**src/common/pls_defs.svh**
```systemverilog
// Constants for the programmable logic slice
`ifndef PLS_DEFS_SVH
`define PLS_DEFS_SVH
`define PLS_LUT_INPUTS   4
`define PLS_LUT_ENTRIES  16
`define PLS_MEM_WORDS    16
`define PLS_MEM_WIDTH    4
`define PLS_MEM_SLICES   3
`define PLS_CNT_RESET    2'h0
`define PLS_MODE_LOGIC   2'h0
`define PLS_MODE_RIPPLE  2'h1
`define PLS_MODE_RAM     2'h2
`define PLS_MODE_ROM     2'h3
`endif

```
**src/common/pls_pkg.sv**
```systemverilog
// Types for the programmable logic slice
package pls_pkg;
   typedef enum logic [1:0] {
      PLS_LOGIC  = 2'h0,
      PLS_RIPPLE = 2'h1,
      PLS_RAM    = 2'h2,
      PLS_ROM    = 2'h3
   } pls_mode_t;
   typedef enum logic [2:0] {
      PLS_OP_ADD    = 3'h0,
      PLS_OP_SUB    = 3'h1,
      PLS_OP_ADDSUB = 3'h2,
      PLS_OP_CNTUP  = 3'h3,
      PLS_OP_CNTDN  = 3'h4,
      PLS_OP_CNTUD  = 3'h5,
      PLS_OP_MULT   = 3'h6,
      PLS_OP_CMP    = 3'h7
   } pls_op_t;
   typedef struct packed {
      logic [1:0] a;
      logic [1:0] b;
      logic       carry_in;
      logic       add_not_sub;
      logic       preload;
      logic       clear;
   } pls_ripple_in_t;
   typedef struct packed {
      logic [3:0] addr;
      logic [3:0] wdata;
      logic       wen;
      logic [3:0] raddr;
   } pls_mem_in_t;
endpackage

```
**src/pls_ctrl_slice.sv**
```systemverilog
// Address and write-control slice of a distributed memory group
`timescale 1ns/1ps
`include "pls_defs.svh"
module pls_ctrl_slice
   import pls_pkg::*;
(
   input  wire logic        i_core_clk,
   input  wire logic        i_rst,
   input  wire pls_mem_in_t i_mem,
   input  wire logic        i_ram_mode,
   input  wire logic        i_dual_port,
   output logic [3:0]       o_waddr,
   output logic [3:0]       o_raddr,
   output logic             o_we
);
   // Single port reads where it writes; dual port has its own read address
   assign o_waddr = i_mem.addr;
   assign o_raddr = i_dual_port ? i_mem.raddr : i_mem.addr;
   // ROM mode has no write path
   assign o_we    = i_ram_mode & i_mem.wen;

   // Write strobe only ever points where the group writes
   a_waddr_track: assert property (@(posedge i_core_clk) disable iff (i_rst)
      o_we |-> i_ram_mode && o_waddr == i_mem.addr)
      else $error("write strobe outside RAM mode");
endmodule

```
**src/pls_slice.sv**
```systemverilog
// Programmable logic slice: logic, ripple, RAM and ROM modes
`timescale 1ns/1ps
`include "pls_defs.svh"
module pls_slice
   import pls_pkg::*;
#(
   parameter logic [15:0] LUT0_INIT = 16'h0000,
   parameter logic [15:0] LUT1_INIT = 16'h0000,
   parameter logic [63:0] MEM_INIT  = 64'h0
)
(
   input  wire logic           i_core_clk,
   input  wire logic           i_rst,
   input  wire pls_mode_t      i_mode,
   input  wire pls_op_t        i_op,
   input  wire logic           i_dual_port,
   input  wire logic           i_fast_carry,
   input  wire logic [3:0]     i_lut0_in,
   input  wire logic [3:0]     i_lut1_in,
   input  wire logic           i_sel5,
   input  wire logic           i_cascade,
   input  wire pls_ripple_in_t i_rip,
   input  wire pls_mem_in_t    i_mem,
   output logic                o_lut0,
   output logic                o_lut1,
   output logic                o_five_input_lookup,
   output logic                o_cascade,
   output logic [1:0]          o_sum,
   output logic                o_carry,
   output logic                o_gen,
   output logic                o_prop,
   output logic [1:0]          o_count,
   output logic                o_ge,
   output logic                o_ne,
   output logic                o_le,
   output logic [3:0]          o_rdata
);
   // ----------------------------------------
   // Lookup tables
   // ----------------------------------------
   function automatic logic lut_read(input logic [15:0] tbl, input logic [3:0] idx);
      lut_read = tbl[idx];
   endfunction

   wire logic lut0_val = lut_read(LUT0_INIT, i_lut0_in);
   wire logic lut1_val = lut_read(LUT1_INIT, i_lut1_in);
   wire logic five_input_lookup_val = i_sel5 ? lut1_val : lut0_val;
   // Cascade high picks this slice's five-input result, low keeps its LUT0 result
   wire logic casc_val = i_cascade ? five_input_lookup_val : lut0_val;
   wire logic is_logic = (i_mode == PLS_LOGIC);
   wire logic is_rip   = (i_mode == PLS_RIPPLE);
   wire logic is_ram   = (i_mode == PLS_RAM);
   wire logic is_rom   = (i_mode == PLS_ROM);

   // ----------------------------------------
   // Ripple arithmetic
   // ----------------------------------------
   wire logic       do_sub  = (i_op == PLS_OP_SUB) |
                              ((i_op == PLS_OP_ADDSUB) & ~i_rip.add_not_sub);
   wire logic [1:0] b_eff   = do_sub ? ~i_rip.b : i_rip.b;
   wire logic [2:0] arith   = {1'b0, i_rip.a} + {1'b0, b_eff} + {2'h0, i_rip.carry_in ^ do_sub};
   // Multiplier cell: partial product a&b[0] added to incoming a sum
   wire logic [1:0] pprod   = i_rip.a & {2{i_rip.b[0]}};
   wire logic [2:0] mult    = {1'b0, pprod} + {1'b0, i_rip.b[1], 1'b0} + {2'h0, i_rip.carry_in};
   wire logic [2:0] res     = (i_op == PLS_OP_MULT) ? mult : arith;
   wire logic [1:0] gen_bits  = i_rip.a & b_eff;
   wire logic [1:0] prop_bits = i_rip.a ^ b_eff;
   wire logic       gen_val   = gen_bits[1] | (prop_bits[1] & gen_bits[0]);
   wire logic       prop_val  = &prop_bits;

   // ----------------------------------------
   // Counter
   // ----------------------------------------
   logic [1:0] count;
   wire logic  cnt_up = (i_op == PLS_OP_CNTUP) | ((i_op == PLS_OP_CNTUD) & i_rip.add_not_sub);
   wire logic  cnt_dn = (i_op == PLS_OP_CNTDN) | ((i_op == PLS_OP_CNTUD) & ~i_rip.add_not_sub);
   wire logic  cnt_ud = (i_op == PLS_OP_CNTUD);
   // Clear also steers the next value, so the output copy drops at the next clock edge
   wire logic [1:0] next_count =
      (cnt_ud & i_rip.clear)   ? `PLS_CNT_RESET :
      (cnt_ud & i_rip.preload) ? i_rip.b :
      (is_rip & cnt_up)        ? count + 2'h1 :
      (is_rip & cnt_dn)        ? count - 2'h1 : count;
   // Clear is taken asynchronously only for the up/down counter
   wire logic  cnt_clr = i_rst | (cnt_ud & i_rip.clear);

   always_ff @(posedge i_core_clk or posedge cnt_clr) begin
      if (cnt_clr) begin
         count <= `PLS_CNT_RESET;
      end else begin
         count <= next_count;
      end
   end

   // ----------------------------------------
   // Comparator
   // ----------------------------------------
   wire logic ge_val = (i_rip.a >= i_rip.b);
   wire logic ne_val = (i_rip.a != i_rip.b);
   wire logic le_val = (i_rip.a <= i_rip.b);

   // ----------------------------------------
   // Distributed memory, three-slice group
   // ----------------------------------------
   logic [3:0] waddr;
   logic [3:0] raddr;
   logic       we;

   pls_ctrl_slice u_ctrl (
      .i_core_clk  (i_core_clk),
      .i_rst       (i_rst),
      .i_mem       (i_mem),
      .i_ram_mode  (is_ram),
      .i_dual_port (i_dual_port),
      .o_waddr     (waddr),
      .o_raddr     (raddr),
      .o_we        (we)
   );

   // Two storage slices, each lookup two bits of the word
   typedef logic [`PLS_MEM_WIDTH-1:0] pls_mem_arr_t [`PLS_MEM_WORDS];

   function automatic pls_mem_arr_t mem_image(input logic [63:0] img);
      pls_mem_arr_t img_words;
      for (int i = 0; i < `PLS_MEM_WORDS; i++) begin
         img_words[i] = img[i*4 +: 4];
      end
      return img_words;
   endfunction

   // Memory is configuration state, so reset does not wipe it
   pls_mem_arr_t mem = mem_image(MEM_INIT);

   always_ff @(posedge i_core_clk) begin
      if (we) begin
         mem[waddr] <= i_mem.wdata;
      end
   end

   wire logic [3:0] rd_word = mem[raddr];

   // ----------------------------------------
   // Registered outputs
   // ----------------------------------------
   // Outputs are registered: one cycle after inputs, a pipeline trade for timing
   always_ff @(posedge i_core_clk or posedge i_rst) begin
      if (i_rst) begin
         o_lut0    <= 1'b0;
         o_lut1    <= 1'b0;
         o_five_input_lookup    <= 1'b0;
         o_cascade <= 1'b0;
         o_sum     <= 2'h0;
         o_carry   <= 1'b0;
         o_gen     <= 1'b0;
         o_prop    <= 1'b0;
         o_count   <= 2'h0;
         o_ge      <= 1'b0;
         o_ne      <= 1'b0;
         o_le      <= 1'b0;
         o_rdata   <= 4'h0;
      end else begin
         o_lut0    <= is_logic & lut0_val;
         o_lut1    <= is_logic & lut1_val;
         o_five_input_lookup    <= is_logic & five_input_lookup_val;
         o_cascade <= is_logic & casc_val;
         o_sum     <= is_rip ? res[1:0] : 2'h0;
         o_carry   <= is_rip & res[2];
         o_gen     <= is_rip & i_fast_carry & gen_val;
         o_prop    <= is_rip & i_fast_carry & prop_val;
         o_count   <= next_count;
         o_ge      <= is_rip & ge_val;
         o_ne      <= is_rip & ne_val;
         o_le      <= is_rip & le_val;
         o_rdata   <= (is_ram | is_rom) ? rd_word : 4'h0;
      end
   end

   // ----------------------------------------
   // Checks
   // ----------------------------------------
   a_five_input_lookup_select: assert property (@(posedge i_core_clk) disable iff (i_rst)
      is_logic |=> o_five_input_lookup == (($past(i_sel5)) ? $past(lut1_val) : $past(lut0_val)))
      else $error("five-input output wrong");
   a_add_result: assert property (@(posedge i_core_clk) disable iff (i_rst)
      (is_rip && i_op == PLS_OP_ADD) |=>
      {o_carry, o_sum} == {1'b0, $past(i_rip.a)} + {1'b0, $past(i_rip.b)} + {2'h0, $past(i_rip.carry_in)})
      else $error("add result wrong");
   a_count_up: assert property (@(posedge i_core_clk) disable iff (cnt_clr)
      (is_rip && i_op == PLS_OP_CNTUP) |=> count == $past(count) + 2'h1)
      else $error("up count wrong");
   a_count_preload: assert property (@(posedge i_core_clk) disable iff (cnt_clr)
      (i_op == PLS_OP_CNTUD && i_rip.preload) |=> count == $past(i_rip.b))
      else $error("preload missed");
   a_cmp_flags: assert property (@(posedge i_core_clk) disable iff (i_rst)
      is_rip |=> (o_ge | o_le) && (o_ne == !(o_ge && o_le)))
      else $error("compare flags inconsistent");
   a_prop_gate: assert property (@(posedge i_core_clk) disable iff (i_rst)
      !i_fast_carry |=> !o_gen && !o_prop)
      else $error("carry signals outside fast mode");
   a_ram_write: assert property (@(posedge i_core_clk) disable iff (i_rst)
      (is_ram && i_mem.wen && !i_dual_port) ##1 (is_ram && !i_dual_port && i_mem.addr == $past(i_mem.addr))
      |=> o_rdata == $past(i_mem.wdata, 2))
      else $error("written word not read back");
   a_rom_nowrite: assert property (@(posedge i_core_clk) disable iff (i_rst)
      is_rom |-> !we)
      else $error("write in ROM mode");

   // ----------------------------------------
   // Checks: mode gating and lookup outputs
   // ----------------------------------------
   // Idle outputs other than o_count stay low so a neighbour never sees a stale result
   a_logic_quiet: assert property (@(posedge i_core_clk) disable iff (i_rst)
      !is_logic |=> !o_lut0 && !o_lut1 && !o_five_input_lookup && !o_cascade)
      else $error("lookup output outside logic mode");
   a_ripple_quiet: assert property (@(posedge i_core_clk) disable iff (i_rst)
      !is_rip |=> o_sum == 2'h0 && !o_carry && !o_gen && !o_prop && !o_ge && !o_ne && !o_le)
      else $error("ripple output outside ripple mode");
   a_mem_quiet: assert property (@(posedge i_core_clk) disable iff (i_rst)
      !(is_ram || is_rom) |=> o_rdata == 4'h0)
      else $error("read data outside memory modes");
   a_lut_tables: assert property (@(posedge i_core_clk) disable iff (i_rst)
      is_logic |=> o_lut0 == $past(LUT0_INIT[i_lut0_in]) && o_lut1 == $past(LUT1_INIT[i_lut1_in]))
      else $error("lookup table output wrong");
   a_cascade_pick: assert property (@(posedge i_core_clk) disable iff (i_rst)
      is_logic |=> o_cascade == ($past(i_cascade) ? o_five_input_lookup : o_lut0))
      else $error("cascade output wrong");

   // ----------------------------------------
   // Checks: arithmetic
   // ----------------------------------------
   // Carry out high on subtract means no borrow
   a_sub_result: assert property (@(posedge i_core_clk) disable iff (i_rst)
      (is_rip && i_op == PLS_OP_SUB) |=>
      {o_carry, o_sum} == {1'b0, $past(i_rip.a)} + {1'b0, ~$past(i_rip.b)} + {2'h0, ~$past(i_rip.carry_in)})
      else $error("subtract result wrong");
   a_addsub_pick: assert property (@(posedge i_core_clk) disable iff (i_rst)
      (is_rip && i_op == PLS_OP_ADDSUB && !i_rip.add_not_sub) |=>
      {o_carry, o_sum} == {1'b0, $past(i_rip.a)} + {1'b0, ~$past(i_rip.b)} + {2'h0, ~$past(i_rip.carry_in)})
      else $error("dynamic subtract wrong");
   a_mult_cell: assert property (@(posedge i_core_clk) disable iff (i_rst)
      (is_rip && i_op == PLS_OP_MULT) |=>
      {o_carry, o_sum} == {1'b0, $past(i_rip.a) & {2{$past(i_rip.b[0])}}} +
         {1'b0, $past(i_rip.b[1]), 1'b0} + {2'h0, $past(i_rip.carry_in)})
      else $error("multiplier cell wrong");
   a_gen_carry: assert property (@(posedge i_core_clk) disable iff (i_rst)
      (is_rip && i_fast_carry && i_op == PLS_OP_ADD) |=>
      o_carry == (o_gen | (o_prop & $past(i_rip.carry_in))))
      else $error("generate and propagate disagree with carry");
   a_cmp_values: assert property (@(posedge i_core_clk) disable iff (i_rst)
      is_rip |=> o_ne == ($past(i_rip.a) != $past(i_rip.b)))
      else $error("not-equal flag wrong");
   a_cmp_equal: assert property (@(posedge i_core_clk) disable iff (i_rst)
      is_rip |=> (o_ge && o_le) == ($past(i_rip.a) == $past(i_rip.b)))
      else $error("equal operands not flagged");

   // ----------------------------------------
   // Checks: counter
   // ----------------------------------------
   // Async clear disables these, bar the clear check, since it may land between edges
   a_count_down: assert property (@(posedge i_core_clk) disable iff (cnt_clr)
      (is_rip && i_op == PLS_OP_CNTDN) |=> count == $past(count) - 2'h1)
      else $error("down count wrong");
   a_count_updown: assert property (@(posedge i_core_clk) disable iff (cnt_clr)
      (is_rip && i_op == PLS_OP_CNTUD && !i_rip.preload && i_rip.add_not_sub) |=>
      count == $past(count) + 2'h1)
      else $error("up/down count wrong");
   a_count_clear: assert property (@(posedge i_core_clk) disable iff (i_rst)
      (cnt_ud && i_rip.clear) |-> count == 2'h0)
      else $error("clear did not empty the counter");
   a_count_mirror: assert property (@(posedge i_core_clk) disable iff (cnt_clr)
      o_count == count)
      else $error("count output differs from counter");

   // ----------------------------------------
   // Checks: distributed memory
   // ----------------------------------------
   // Reads see the word from before a same-edge write
   a_ram_store: assert property (@(posedge i_core_clk) disable iff (i_rst)
      (is_ram && i_mem.wen) |=> mem[$past(i_mem.addr)] == $past(i_mem.wdata))
      else $error("write did not land");
   a_dual_read: assert property (@(posedge i_core_clk) disable iff (i_rst)
      ((is_ram || is_rom) && i_dual_port) |=> o_rdata == $past(mem[i_mem.raddr]))
      else $error("read port data wrong");
   a_single_read: assert property (@(posedge i_core_clk) disable iff (i_rst)
      ((is_ram || is_rom) && !i_dual_port) |=> o_rdata == $past(mem[i_mem.addr]))
      else $error("single port read wrong");
   a_rom_frozen: assert property (@(posedge i_core_clk) disable iff (i_rst)
      is_rom |=> mem[$past(i_mem.addr)] == $past(mem[i_mem.addr]))
      else $error("ROM contents changed");
endmodule
```
**config.mk**
```make
export PLATFORM = sky130hd
export DESIGN_NAME = pls_slice
export DESIGN_NICKNAME = d
export VERILOG_FILES = /design/src/common/pls_pkg.sv /design/src/pls_ctrl_slice.sv /design/src/pls_slice.sv
export VERILOG_INCLUDE_DIRS = /design/src /design/src/common
export SDC_FILE = /design/constraint.sdc
export NUM_CORES = 1
export LEC_CHECK = 0
export BUFFER_PORTS_ARGS = -buffer_cell sky130_fd_sc_hd__buf_4
export CORE_MARGIN = 3
export CORE_UTILIZATION = 50
export DETAILED_ROUTE_END_ITERATION = 12
export GPL_TIMING_DRIVEN = 0
export PLACE_DENSITY = 0.71
export REMOVE_ABC_BUFFERS = 1
export SYNTH_ARGS = -nofsm -noshare
export SYNTH_HDL_FRONTEND = slang
export SYNTH_SLANG_ARGS = --single-unit
```
**constraint.sdc**
```tcl
create_clock -name i_core_clk -period 1.7 [get_ports i_core_clk]
set_input_delay 0.085 -clock i_core_clk [delete_from_list [all_inputs] [get_ports i_core_clk]]
set_output_delay 0.085 -clock i_core_clk [all_outputs]
set_load 0.1 [all_outputs]
```
==> impl_metrics.env, run 1 <==
export IMPL_synthTopCellsByCount="edfxtp_1 (64), mux2i_1 (24), nor2_1 (24), dfrtp_1 (16)"
export IMPL_start_util_pct=52.2
export IMPL_power_density_nw_per_um2=982
export IMPL_synth_async_sr_flop_share_pct=20.0
export IMPL_fin_worst_skew_ns=0.00637
export IMPL_grt_max_degree=24
export IMPL_grt_pass1_vias=2384
export IMPL_ys_ff_latch=80
export IMPL_synth_largest_area_cell="edfxtp_1"
export IMPL_htree_levels=3
export IMPL_fin_setup_tns_ns=0
export IMPL_grt_use_total_pct=18.8
export IMPL_core_rowCount=31
export IMPL_drt_pass1_iterations=5
export IMPL_antenna_diode_count=0
export IMPL_core_um2=7370
export IMPL_placed_cell_area_um2=4180
export IMPL_synthCells=283
export IMPL_seq_area_frac_synth_pct=60.3
export IMPL_grt_overflow=0
export IMPL_hp_start="i_rip[1]"
export IMPL_setup_violations=0
export IMPL_insertion_delay_ns=0.36
export IMPL_die_area_um2=8790
export IMPL_fin_total_pwr_uw=4400
export IMPL_synth_area_top_cells="edfxtp_1 (50%), dfrtp_1 (10%), mux2i_1 (6.2%)"
export IMPL_syn2layout_area_growth_pct=16.5
export IMPL_status="finished clean"
export IMPL_cts_sinks=80
export IMPL_nNetsFinal=383
export IMPL_numPlacedInstances=412
export IMPL_final_cell_count_no_fill=438
export IMPL_synth_top_area_share_pct=49.9
export IMPL_drcViolationCount=0
export IMPL_ys_dominant_reg_cell="edfxtp_1"
export IMPL_die_h_um=93.7
export IMPL_ios=58
export IMPL_ys_types=54
export IMPL_die_x_um=93.7
export IMPL_cts_buffers=9
export IMPL_antenna_found_initial=0
export IMPL_reg2reg_to="o_rdata[3]"
export IMPL_yosysWarnings=0
export IMPL_reg2reg_slack_ns=0.29
export IMPL_viasPerCell=5.58
export IMPL_drv_slew=0
export IMPL_nFillCells=596
export IMPL_cp_required_ns=1.94
export IMPL_endpoint_kind="flip-flop"
export IMPL_yosysMostFrequentCell="edfxtp_1"
export IMPL_fin_crit_sh_pct=93.3
export IMPL_worstPathArrival_ns=1.83
export IMPL_synth_area_um2=3850
export IMPL_wl_per_cell_um=17.0
export IMPL_synth_edff_count=64
export IMPL_hpwl_um=5220
export IMPL_worstSetupStartpointType="input pin"
export IMPL_ant_nets=0
export IMPL_ir_drop_mv=0.612
export IMPL_clkTransAtPathRegs_ns=0.09
export IMPL_min_path_type="in -> reg"
export IMPL_drv_cap=0
export IMPL_avgSynthCellArea_um2=13.6
export IMPL_gp_congestion=0.880
export IMPL_fmax_mhz=631
export IMPL_drive_gt1_share_pct=23.6
export IMPL_totalWireLength_um=7460
export IMPL_worst_pin_slew_ns=0.697
export IMPL_cts_root_buf="clkbuf_8"
export IMPL_worstSetupPathType="in -> reg"
export IMPL_ctsLongestPathBuffers=2
export IMPL_grt_pass1_wl_um=12300
export IMPL_port_buffers=43
export IMPL_leakage_uw=0.00174
export IMPL_slew_headroom_pct=53.2
export IMPL_cts_tree="built"
export IMPL_dr_total_vias=2443
export IMPL_finish_utilization_pct=60.9
export IMPL_hold_end="o_count[1]"
export IMPL_worst_path_max_fanout=7
export IMPL_r2r_start="mem[0][3]"
export IMPL_hold_viol_final=0
export IMPL_whs_path_depth=3
export IMPL_dr_first_iter_drc_count=223
export IMPL_r2r_cells=3
export IMPL_finalCriticalPeriod_ns=1.59
export IMPL_fin_area_um2=4490
## stage by stage
step / hold slack, ns / worst slack [ns]
floorplan: -0.0980 / -0.167
global placement: 0.0414 / -0.607
CTS: 0.00941 / 0.0225
detailed placement: 0.0471 / -0.591
global route: 0.0295 / -0.0255
finish: 0.0199 / 0.114
## critical path, stage by stage
cell	delay, ns
buf_4	0.14
nor3_2	0.17
a21oi_1	0.07
nor2_2	0.22
xnor2_2	0.11
fa_2	0.36
inv_2	0.07
fa_1	0.40
mux2i_1	0.15
nor2_1	0.05
## repair_timing
| action | 4_1_cts | 5_1_grt |
|---|---|---|
| endpoints found under the hold margin | 22 | 0 |
| buffers inserted | 5 | 1 |
| hold buffers | 4 | 0 |
| gates resized for setup | 1 | 4 |
| pin swaps | 0 | 3 |
| setup endpoints to repair | 4 | 1 |
## placed cells by master, fill, tap and decap left out, types with 3 or more instances in the layout
master and instances:
a211oi_1 6, a21oi_1 13, a22oi_1 3, and2_1 3, and3b_1 3, buf_4 47
clkbuf_8 9, conb_1 4, dfrtp_1 16, dlygate4sd3_1 4, edfxtp_1 64, ha_1 6
inv_1 12, mux2i_1 24, mux4_2 4, nand2_1 9, nand2b_1 7, nor2_1 23
nor2b_1 4, nor3_1 4, o21ai_0 6, o21ai_1 5, o22ai_1 6, o31ai_1 3
xnor2_1 3
## worst max-delay path by stage
stage	startpoint	to	slack, ns
floorplan	i_op[1]	o_sum[1]	-0.17
global placement	i_dual_port	o_rdata[3]	-0.61
detailed placement	i_dual_port	o_rdata[1]	-0.59
CTS	i_op[1]	o_sum[1]	0.02
global route	i_op[0]	o_sum[1]	-0.03
finish	i_op[0]	o_sum[1]	0.11
## report_power, final
part           switching [uW]  internal [uW]
registers                27.4           2180
logic                     643            291
clock network             718            539
## layout make-up
class	instances	area [um^2]	share of cell area, %
inverters	14	52.6	1.17
multi-input cells	176	1380	30.7
clock buffers	9	124	2.76
well taps	99	124	2.76
clock inverters	7	53.8	1.20
repair buffers	53	433	9.65
flip-flops and latches	80	2320	51.8
## registers in the layout, summed over array words and instances (netlist names)
name     flops
count        2
mem         64
o_carry      1
o_count      2
o_ge         1
o_gen        1
o_le         1
o_ne         1
o_prop       1
o_rdata      4
o_sum        2
## layer usage
layer	wire length, um	vias to the layer above	global-route usage, %
li1	-	1162	-
met1	3290	1181	25.7
met2	3500	89	28.7
met3	525	11	4.17
met4	142	0	8.66
met5	0	-	0
## cells by family (layout without fill, tap and decap cells)
kind of cell	Yosys count	after routing	synth area share (%)
other	1	4	0.0974
flip-flops	80	80	60.3
AO/OA/AOI/OAI	57	57	9.79
XOR/XNOR	5	5	1.14
buffers and inverters	30	83	4.65
AND/OR/NAND/NOR	68	68	9.07
adder cells (fa/ha/maj)	9	9	3.51
multiplexers	33	33	11.4
Note: power is estimated with default switching activity, not from simulation.
==> inputs of run 2 (changes only) <==
- ABC_AREA: not set -> 1
- CAP_MARGIN: not set -> 30
- PLACE_DENSITY: 0.71 -> 0.72
- TNS_END_PERCENT: not set -> 30
==> impl_metrics.env, run 2 <==
export IMPL_finalCriticalPeriod_ns=1.70
export IMPL_drv_slew=0
export IMPL_totalWireLength_um=7870
export IMPL_worstSetupPathType="in -> reg"
export IMPL_setup_ws_ns=-0.00137
export IMPL_slowest_delay_ns=0.53
export IMPL_ys_ff_latch=80
export IMPL_wl_per_cell_um=15.2
export IMPL_worstPathArrival_ns=1.72
export IMPL_worstSetupStartpointType="input pin"
export IMPL_ant_nets=0
export IMPL_synthTopCellsByCount="nand2_1 (87), edfxtp_1 (64), nand3_1 (63), inv_1 (42), nor2_1 (29)"
export IMPL_fin_worst_skew_ns=0.00879
export IMPL_cp_required_ns=1.72
export IMPL_mostFrequentLayoutCell="nand2_1"
export IMPL_drt_pass1_iterations=4
export IMPL_power_density_nw_per_um2=1060
export IMPL_insertion_delay_ns=0.36
export IMPL_place_ws_ns=-0.354
export IMPL_ys_types=25
export IMPL_antenna_diode_count=0
export IMPL_cp_slowest_cell="dlygate4sd3_1"
export IMPL_min_path_type="in -> reg"
export IMPL_synth_area_top_cells="edfxtp_1 (51%), dfrtp_1 (11%), nand2_1 (8.7%)"
export IMPL_core_um2=7060
export IMPL_synth_area_um2=3760
export IMPL_whs_ns=0.0344
export IMPL_worst_pin_slew_ns=0.565
export IMPL_layout_common_cells="nand2_1 (87), edfxtp_1 (64), nand3_1 (63)"
export IMPL_yosysMostFrequentCell="nand2_1"
export IMPL_port_buffers=43
export IMPL_viasPerCell=5.19
export IMPL_grt_use_total_pct=18.8
export IMPL_nFillCells=590
export IMPL_grt_max_degree=32
export IMPL_core_rowCount=30
export IMPL_numPlacedInstances=495
export IMPL_grt_overflow=0
export IMPL_drive_gt1_share_pct=18.5
export IMPL_dr_total_vias=2691
export IMPL_endpoint_kind="flip-flop"
export IMPL_r2r_cells=5
export IMPL_yosysWarnings=0
export IMPL_cts_root_buf="clkbuf_8"
export IMPL_antenna_found_initial=0
export IMPL_slew_headroom_pct=62.3
export IMPL_die_area_um2=8590
export IMPL_fin_crit_sh_pct=100
export IMPL_synth_top_area_share_pct=51.1
export IMPL_seq_area_frac_synth_pct=61.8
export IMPL_synth_async_sr_flop_share_pct=20.0
export IMPL_start_util_pct=53.3
export IMPL_violations="negative setup slack"
export IMPL_cts_sinks=80
export IMPL_grt_pass1_wl_um=12200
export IMPL_syn2layout_area_growth_pct=17.3
export IMPL_cts_tree="built"
export IMPL_crit_chain="dlygate4sd3_1 > buf_4 > nand2_1 > nor2_1 > nand3_1 > nor2_1"
export IMPL_crit_top_cell="nor2_1"
export IMPL_setup_violations=1
export IMPL_leakage_uw=0.00192
export IMPL_synthCells=365
export IMPL_ir_drop_mv=0.612
export IMPL_top_register="mem"
export IMPL_ios=58
export IMPL_rsz0062_at_grt="true"
export IMPL_top_regs="mem (64), o_rdata (4)"
export IMPL_dr_first_iter_drc_count=229
export IMPL_synth_edff_count=64
export IMPL_final_cell_count_no_fill=518
export IMPL_synth_largest_area_cell="edfxtp_1"
export IMPL_ys_dominant_reg_cell="edfxtp_1"
export IMPL_clkTransAtPathRegs_ns=0.08
export IMPL_status="complete, but fails checks"
export IMPL_nNetsFinal=467
export IMPL_die_x_um=92.7
export IMPL_avgSynthCellArea_um2=10.3
export IMPL_drcViolationCount=0
export IMPL_largest_reg_flops=64
export IMPL_hpwl_um=5290
export IMPL_cts_buffers=9
export IMPL_grt_pass1_vias=2534
export IMPL_worst_path_max_fanout=5
export IMPL_drv_cap=0
export IMPL_fin_total_pwr_uw=4680
export IMPL_hold_viol_final=0
export IMPL_die_h_um=92.7
export IMPL_fmax_mhz=588
export IMPL_ctsLongestPathBuffers=2
export IMPL_htree_levels=3
export IMPL_whs_path_depth=3
export IMPL_gp_congestion=0.906
[run 2: timing repair]
| item | in CTS | in global routing |
|---|---|---|
| setup endpoints to repair | 0 | 52 |
| hold buffers | 5 | 0 |
| resized for setup | 0 | 5 |
| setup buffers | 0 | 3 |
| endpoints found under the hold margin | 20 | 0 |
[run 2: critical path, delay by kind of cell]
kind                   cells  cell delay [ns]
and+or+nand+nor            4             0.97
buffers and inverters      2             0.66
[run 2: final timing paths]
kind                           start          to  slack (ns)
max                        i_mode[1]   mem[5][2]      -0.001
min                        i_mode[0]        o_ne        0.03
max reg2reg                 count[0]  o_count[1]        0.60
min reg2reg                 count[0]    count[0]        0.62
max in group asynchronous   i_rip[0]    count[0]        0.73
min in group asynchronous      i_rst        o_ge        0.33
[run 2: report_power, final]
part	total (uW)	switching (uW)	leakage (uW)	internal (uW)
clock network	1530	704	0.000102	828
logic	938	690	0.00104	248
registers	2210	28.6	0.000782	2180
[run 2: logic make-up (layout without fill, tap and decap cells)]
group,Yosys count,after routing,synth area share [%]
xor gates and xnor gates,5,5,1.17
adders and majority gates,9,9,3.60
buffers and inverters,57,111,7.26
AOI/OAI and AO/OA,26,26,3.99
DFF,80,80,61.8
and+or+nand+nor,187,187,22.1
other,1,4,0.0998
[run 2: stage by stage]
stage          area (um^2)  utilization (%)  TNS (ns)
2_1_floorplan         3670                -   -0.0652
3_3_place_gp          4110             58.3    -0.289
3_5_place_dp          4110             58.3    -0.452
4_1_cts               4380             62.0         0
5_1_grt               4410             62.5     -2.39
6_report              4410             62.5  -0.00137
[run 2: area by class of cell]
class | count | area, um^2 | share of cell area, %
Sequential cell | 80 | 2320 | 52.7
Multi-Input combinational cell | 231 | 1180 | 26.9
Timing Repair Buffer | 51 | 395 | 8.96
Inverter | 45 | 171 | 3.89
Clock buffer | 9 | 124 | 2.81
Tap cell | 96 | 120 | 2.72
Clock inverter | 6 | 92.6 | 2.10
[run 2: per-layer routing]
metal / wire length (um) / share of wire (%) / vias to the layer above / global-route usage [%]
met5: 0 / 0 / - / 0
met4: 99 / 1.3 / 0 / 7.20
met3: 767 / 9.7 / 11 / 4.87
met2: 3820 / 48 / 141 / 30.3
met1: 3190 / 40 / 1231 / 24.6
li1: - / - / 1308 / -
==> inputs of run 3 (changes only) <==
- PLACE_DENSITY: 0.72 -> 0.74
==> impl_metrics.env, run 3 (synthesis results as in run 2) <==
export IMPL_core_rowCount=30
export IMPL_clkTransAtPathRegs_ns=0.08
export IMPL_drv_slew=0
export IMPL_fmax_mhz=631
export IMPL_r2r_start="count[0]"
export IMPL_leakage_uw=0.00190
export IMPL_fin_crit_sh_pct=93.2
export IMPL_fin_area_um2=4360
export IMPL_power_density_nw_per_um2=997
export IMPL_grt_max_degree=32
export IMPL_fin_setup_tns_ns=0
export IMPL_worstPathArrival_ns=1.82
export IMPL_dr_first_iter_drc_count=192
export IMPL_dr_total_vias=2726
export IMPL_htree_levels=3
export IMPL_wl_per_cell_um=15.1
export IMPL_largest_reg_flops=64
export IMPL_placed_cell_area_um2=4110
export IMPL_antenna_found_initial=0
export IMPL_grt_pass1_wl_um=12100
export IMPL_finalCriticalPeriod_ns=1.58
export IMPL_reg2reg_slack_ns=0.61
export IMPL_fin_worst_skew_ns=0.00596
export IMPL_r2r_cells=5
export IMPL_ir_drop_mv=0.577
export IMPL_grt_use_total_pct=18.7
export IMPL_core_um2=7060
export IMPL_status="finished clean"
export IMPL_endpoint_kind="flip-flop"
export IMPL_cts_buffers=9
export IMPL_ant_nets=0
export IMPL_viasPerCell=5.25
export IMPL_min_path_type="in -> reg"
export IMPL_place_ws_ns=-0.374
export IMPL_slowest_delay_ns=0.39
export IMPL_insertion_delay_ns=0.35
export IMPL_port_buffers=43
export IMPL_start_util_pct=53.3
export IMPL_top_register="mem"
export IMPL_top_regs="mem (64), o_rdata (4)"
export IMPL_worst_pin_slew_ns=0.540
export IMPL_drive_gt1_share_pct=18.2
export IMPL_ios=58
export IMPL_hpwl_um=5350
export IMPL_whs_ns=0.0148
export IMPL_worst_path_max_fanout=3
export IMPL_finish_utilization_pct=61.8
export IMPL_crit_start="i_op[1]"
export IMPL_grt_overflow=0
export IMPL_crit_chain="buf_4 > inv_2 > o21ai_2 > o211ai_1 > buf_4 > xnor2_2 > inv_1 > fa_2 > inv_2 > fa_1 > inv_1 > a21oi_1"
export IMPL_die_x_um=92.7
export IMPL_setup_ws_ns=0.115
export IMPL_cts_sinks=80
export IMPL_die_h_um=92.7
export IMPL_worstSetupStartpointType="input pin"
export IMPL_totalWireLength_um=7820
export IMPL_setup_violations=0
export IMPL_drv_cap=0
export IMPL_grt_pass1_vias=2557
export IMPL_cts_tree="built"
export IMPL_ctsLongestPathBuffers=2
export IMPL_syn2layout_area_growth_pct=16.0
export IMPL_cp_required_ns=1.93
export IMPL_drt_pass1_iterations=5
export IMPL_layout_common_cells="nand2_1 (87), edfxtp_1 (64), nand3_1 (63)"
export IMPL_hold_viol_final=0
export IMPL_cts_root_buf="clkbuf_8"
export IMPL_cp_slowest_cell="fa_2"
export IMPL_drcViolationCount=0
export IMPL_nNetsFinal=467
export IMPL_gp_congestion=0.817
export IMPL_slew_headroom_pct=63.9
export IMPL_crit_path_end="o_sum[1]"
export IMPL_worstSetupPathType="in -> reg"
export IMPL_antenna_diode_count=0
export IMPL_mostFrequentLayoutCell="nand2_1"
export IMPL_reg2reg_to="o_count[1]"
export IMPL_die_area_um2=8590
run 3: cell count changes in the layout (fill, tap and decap cells not counted):
| cell | before | now |
|---|---|---|
| bufinv_16 | 2 | 0 |
| clkbuf_1 | 0 | 1 |
| clkinv_1 | 0 | 2 |
| clkinv_2 | 0 | 1 |
| clkinv_4 | 0 | 1 |
| inv_1 | 42 | 40 |
| inv_2 | 2 | 4 |
| inv_6 | 2 | 0 |
| nor2_1 | 26 | 29 |
| nor2_2 | 3 | 0 |
| o21ai_1 | 2 | 1 |
| o21ai_2 | 1 | 2 |
| xnor2_1 | 3 | 2 |
| xnor2_2 | 0 | 1 |
run 3: power by group:
| part | leakage, uW | switching (uW) | internal, uW | total (uW) |
|---|---|---|---|---|
| Clock | 0.0000773 | 674 | 520 | 1190 |
| Combinational | 0.00104 | 689 | 251 | 940 |
| Sequential | 0.000782 | 29.7 | 2180 | 2210 |
| Total | 0.00190 | 1390 | 2950 | 4350 |
run 3: what timing repair did:
item	CTS	global route
setup buffers	0	3
setup endpoints to repair	0	1
gates resized for setup	0	6
endpoints found under the hold margin	17	2
hold buffers	4	1
run 3: worst min path at each step:
stage,start,endpoint,slack [ns],cells after the start
3_3_place_gp,i_rip[0],count[0],0.09,4
5_1_grt,i_mode[1],o_rdata[1],0.03,3
6_report,i_mode[1],o_rdata[1],0.01,3
3_5_place_dp,i_rip[0],count[1],0.09,4
2_1_floorplan,i_rip[0],count[0],-0.05,3
4_1_cts,i_mode[1],o_rdata[0],0.001,3
run 3: worst max-delay path: cells and delay by family:
family,cells,cell delay [ns]
buffers and inverters,6,0.51
adders and majority gates,2,0.78
AOI/OAI and AO/OA,3,0.27
xor gates and xnor gates,1,0.18
run 3: through the flow:
stage,power [uW],std cells
2_1_floorplan,2910,356
3_3_place_gp,3160,495
3_5_place_dp,3170,495
4_1_cts,4340,515
5_1_grt,4550,519
6_report,4350,519
run 3: final cells by class:
type / count / area, um^2
Clock buffer: 10 / 128
Inverter: 45 / 171
Sequential cell: 80 / 2320
Timing Repair Buffer: 51 / 395
Multi-Input combinational cell: 231 / 1190
Fill cell: 556 / 2700
Tap cell: 96 / 120
Clock inverter: 6 / 36.3
run 3: per-layer routing:
layer,vias up,part of all wire (%),track usage (%)
met5,-,0,0
met2,133,49,31.3
met3,11,8.3,4.47
li1,1312,-,-
met4,0,1.0,5.49
met1,1270,42,24.3
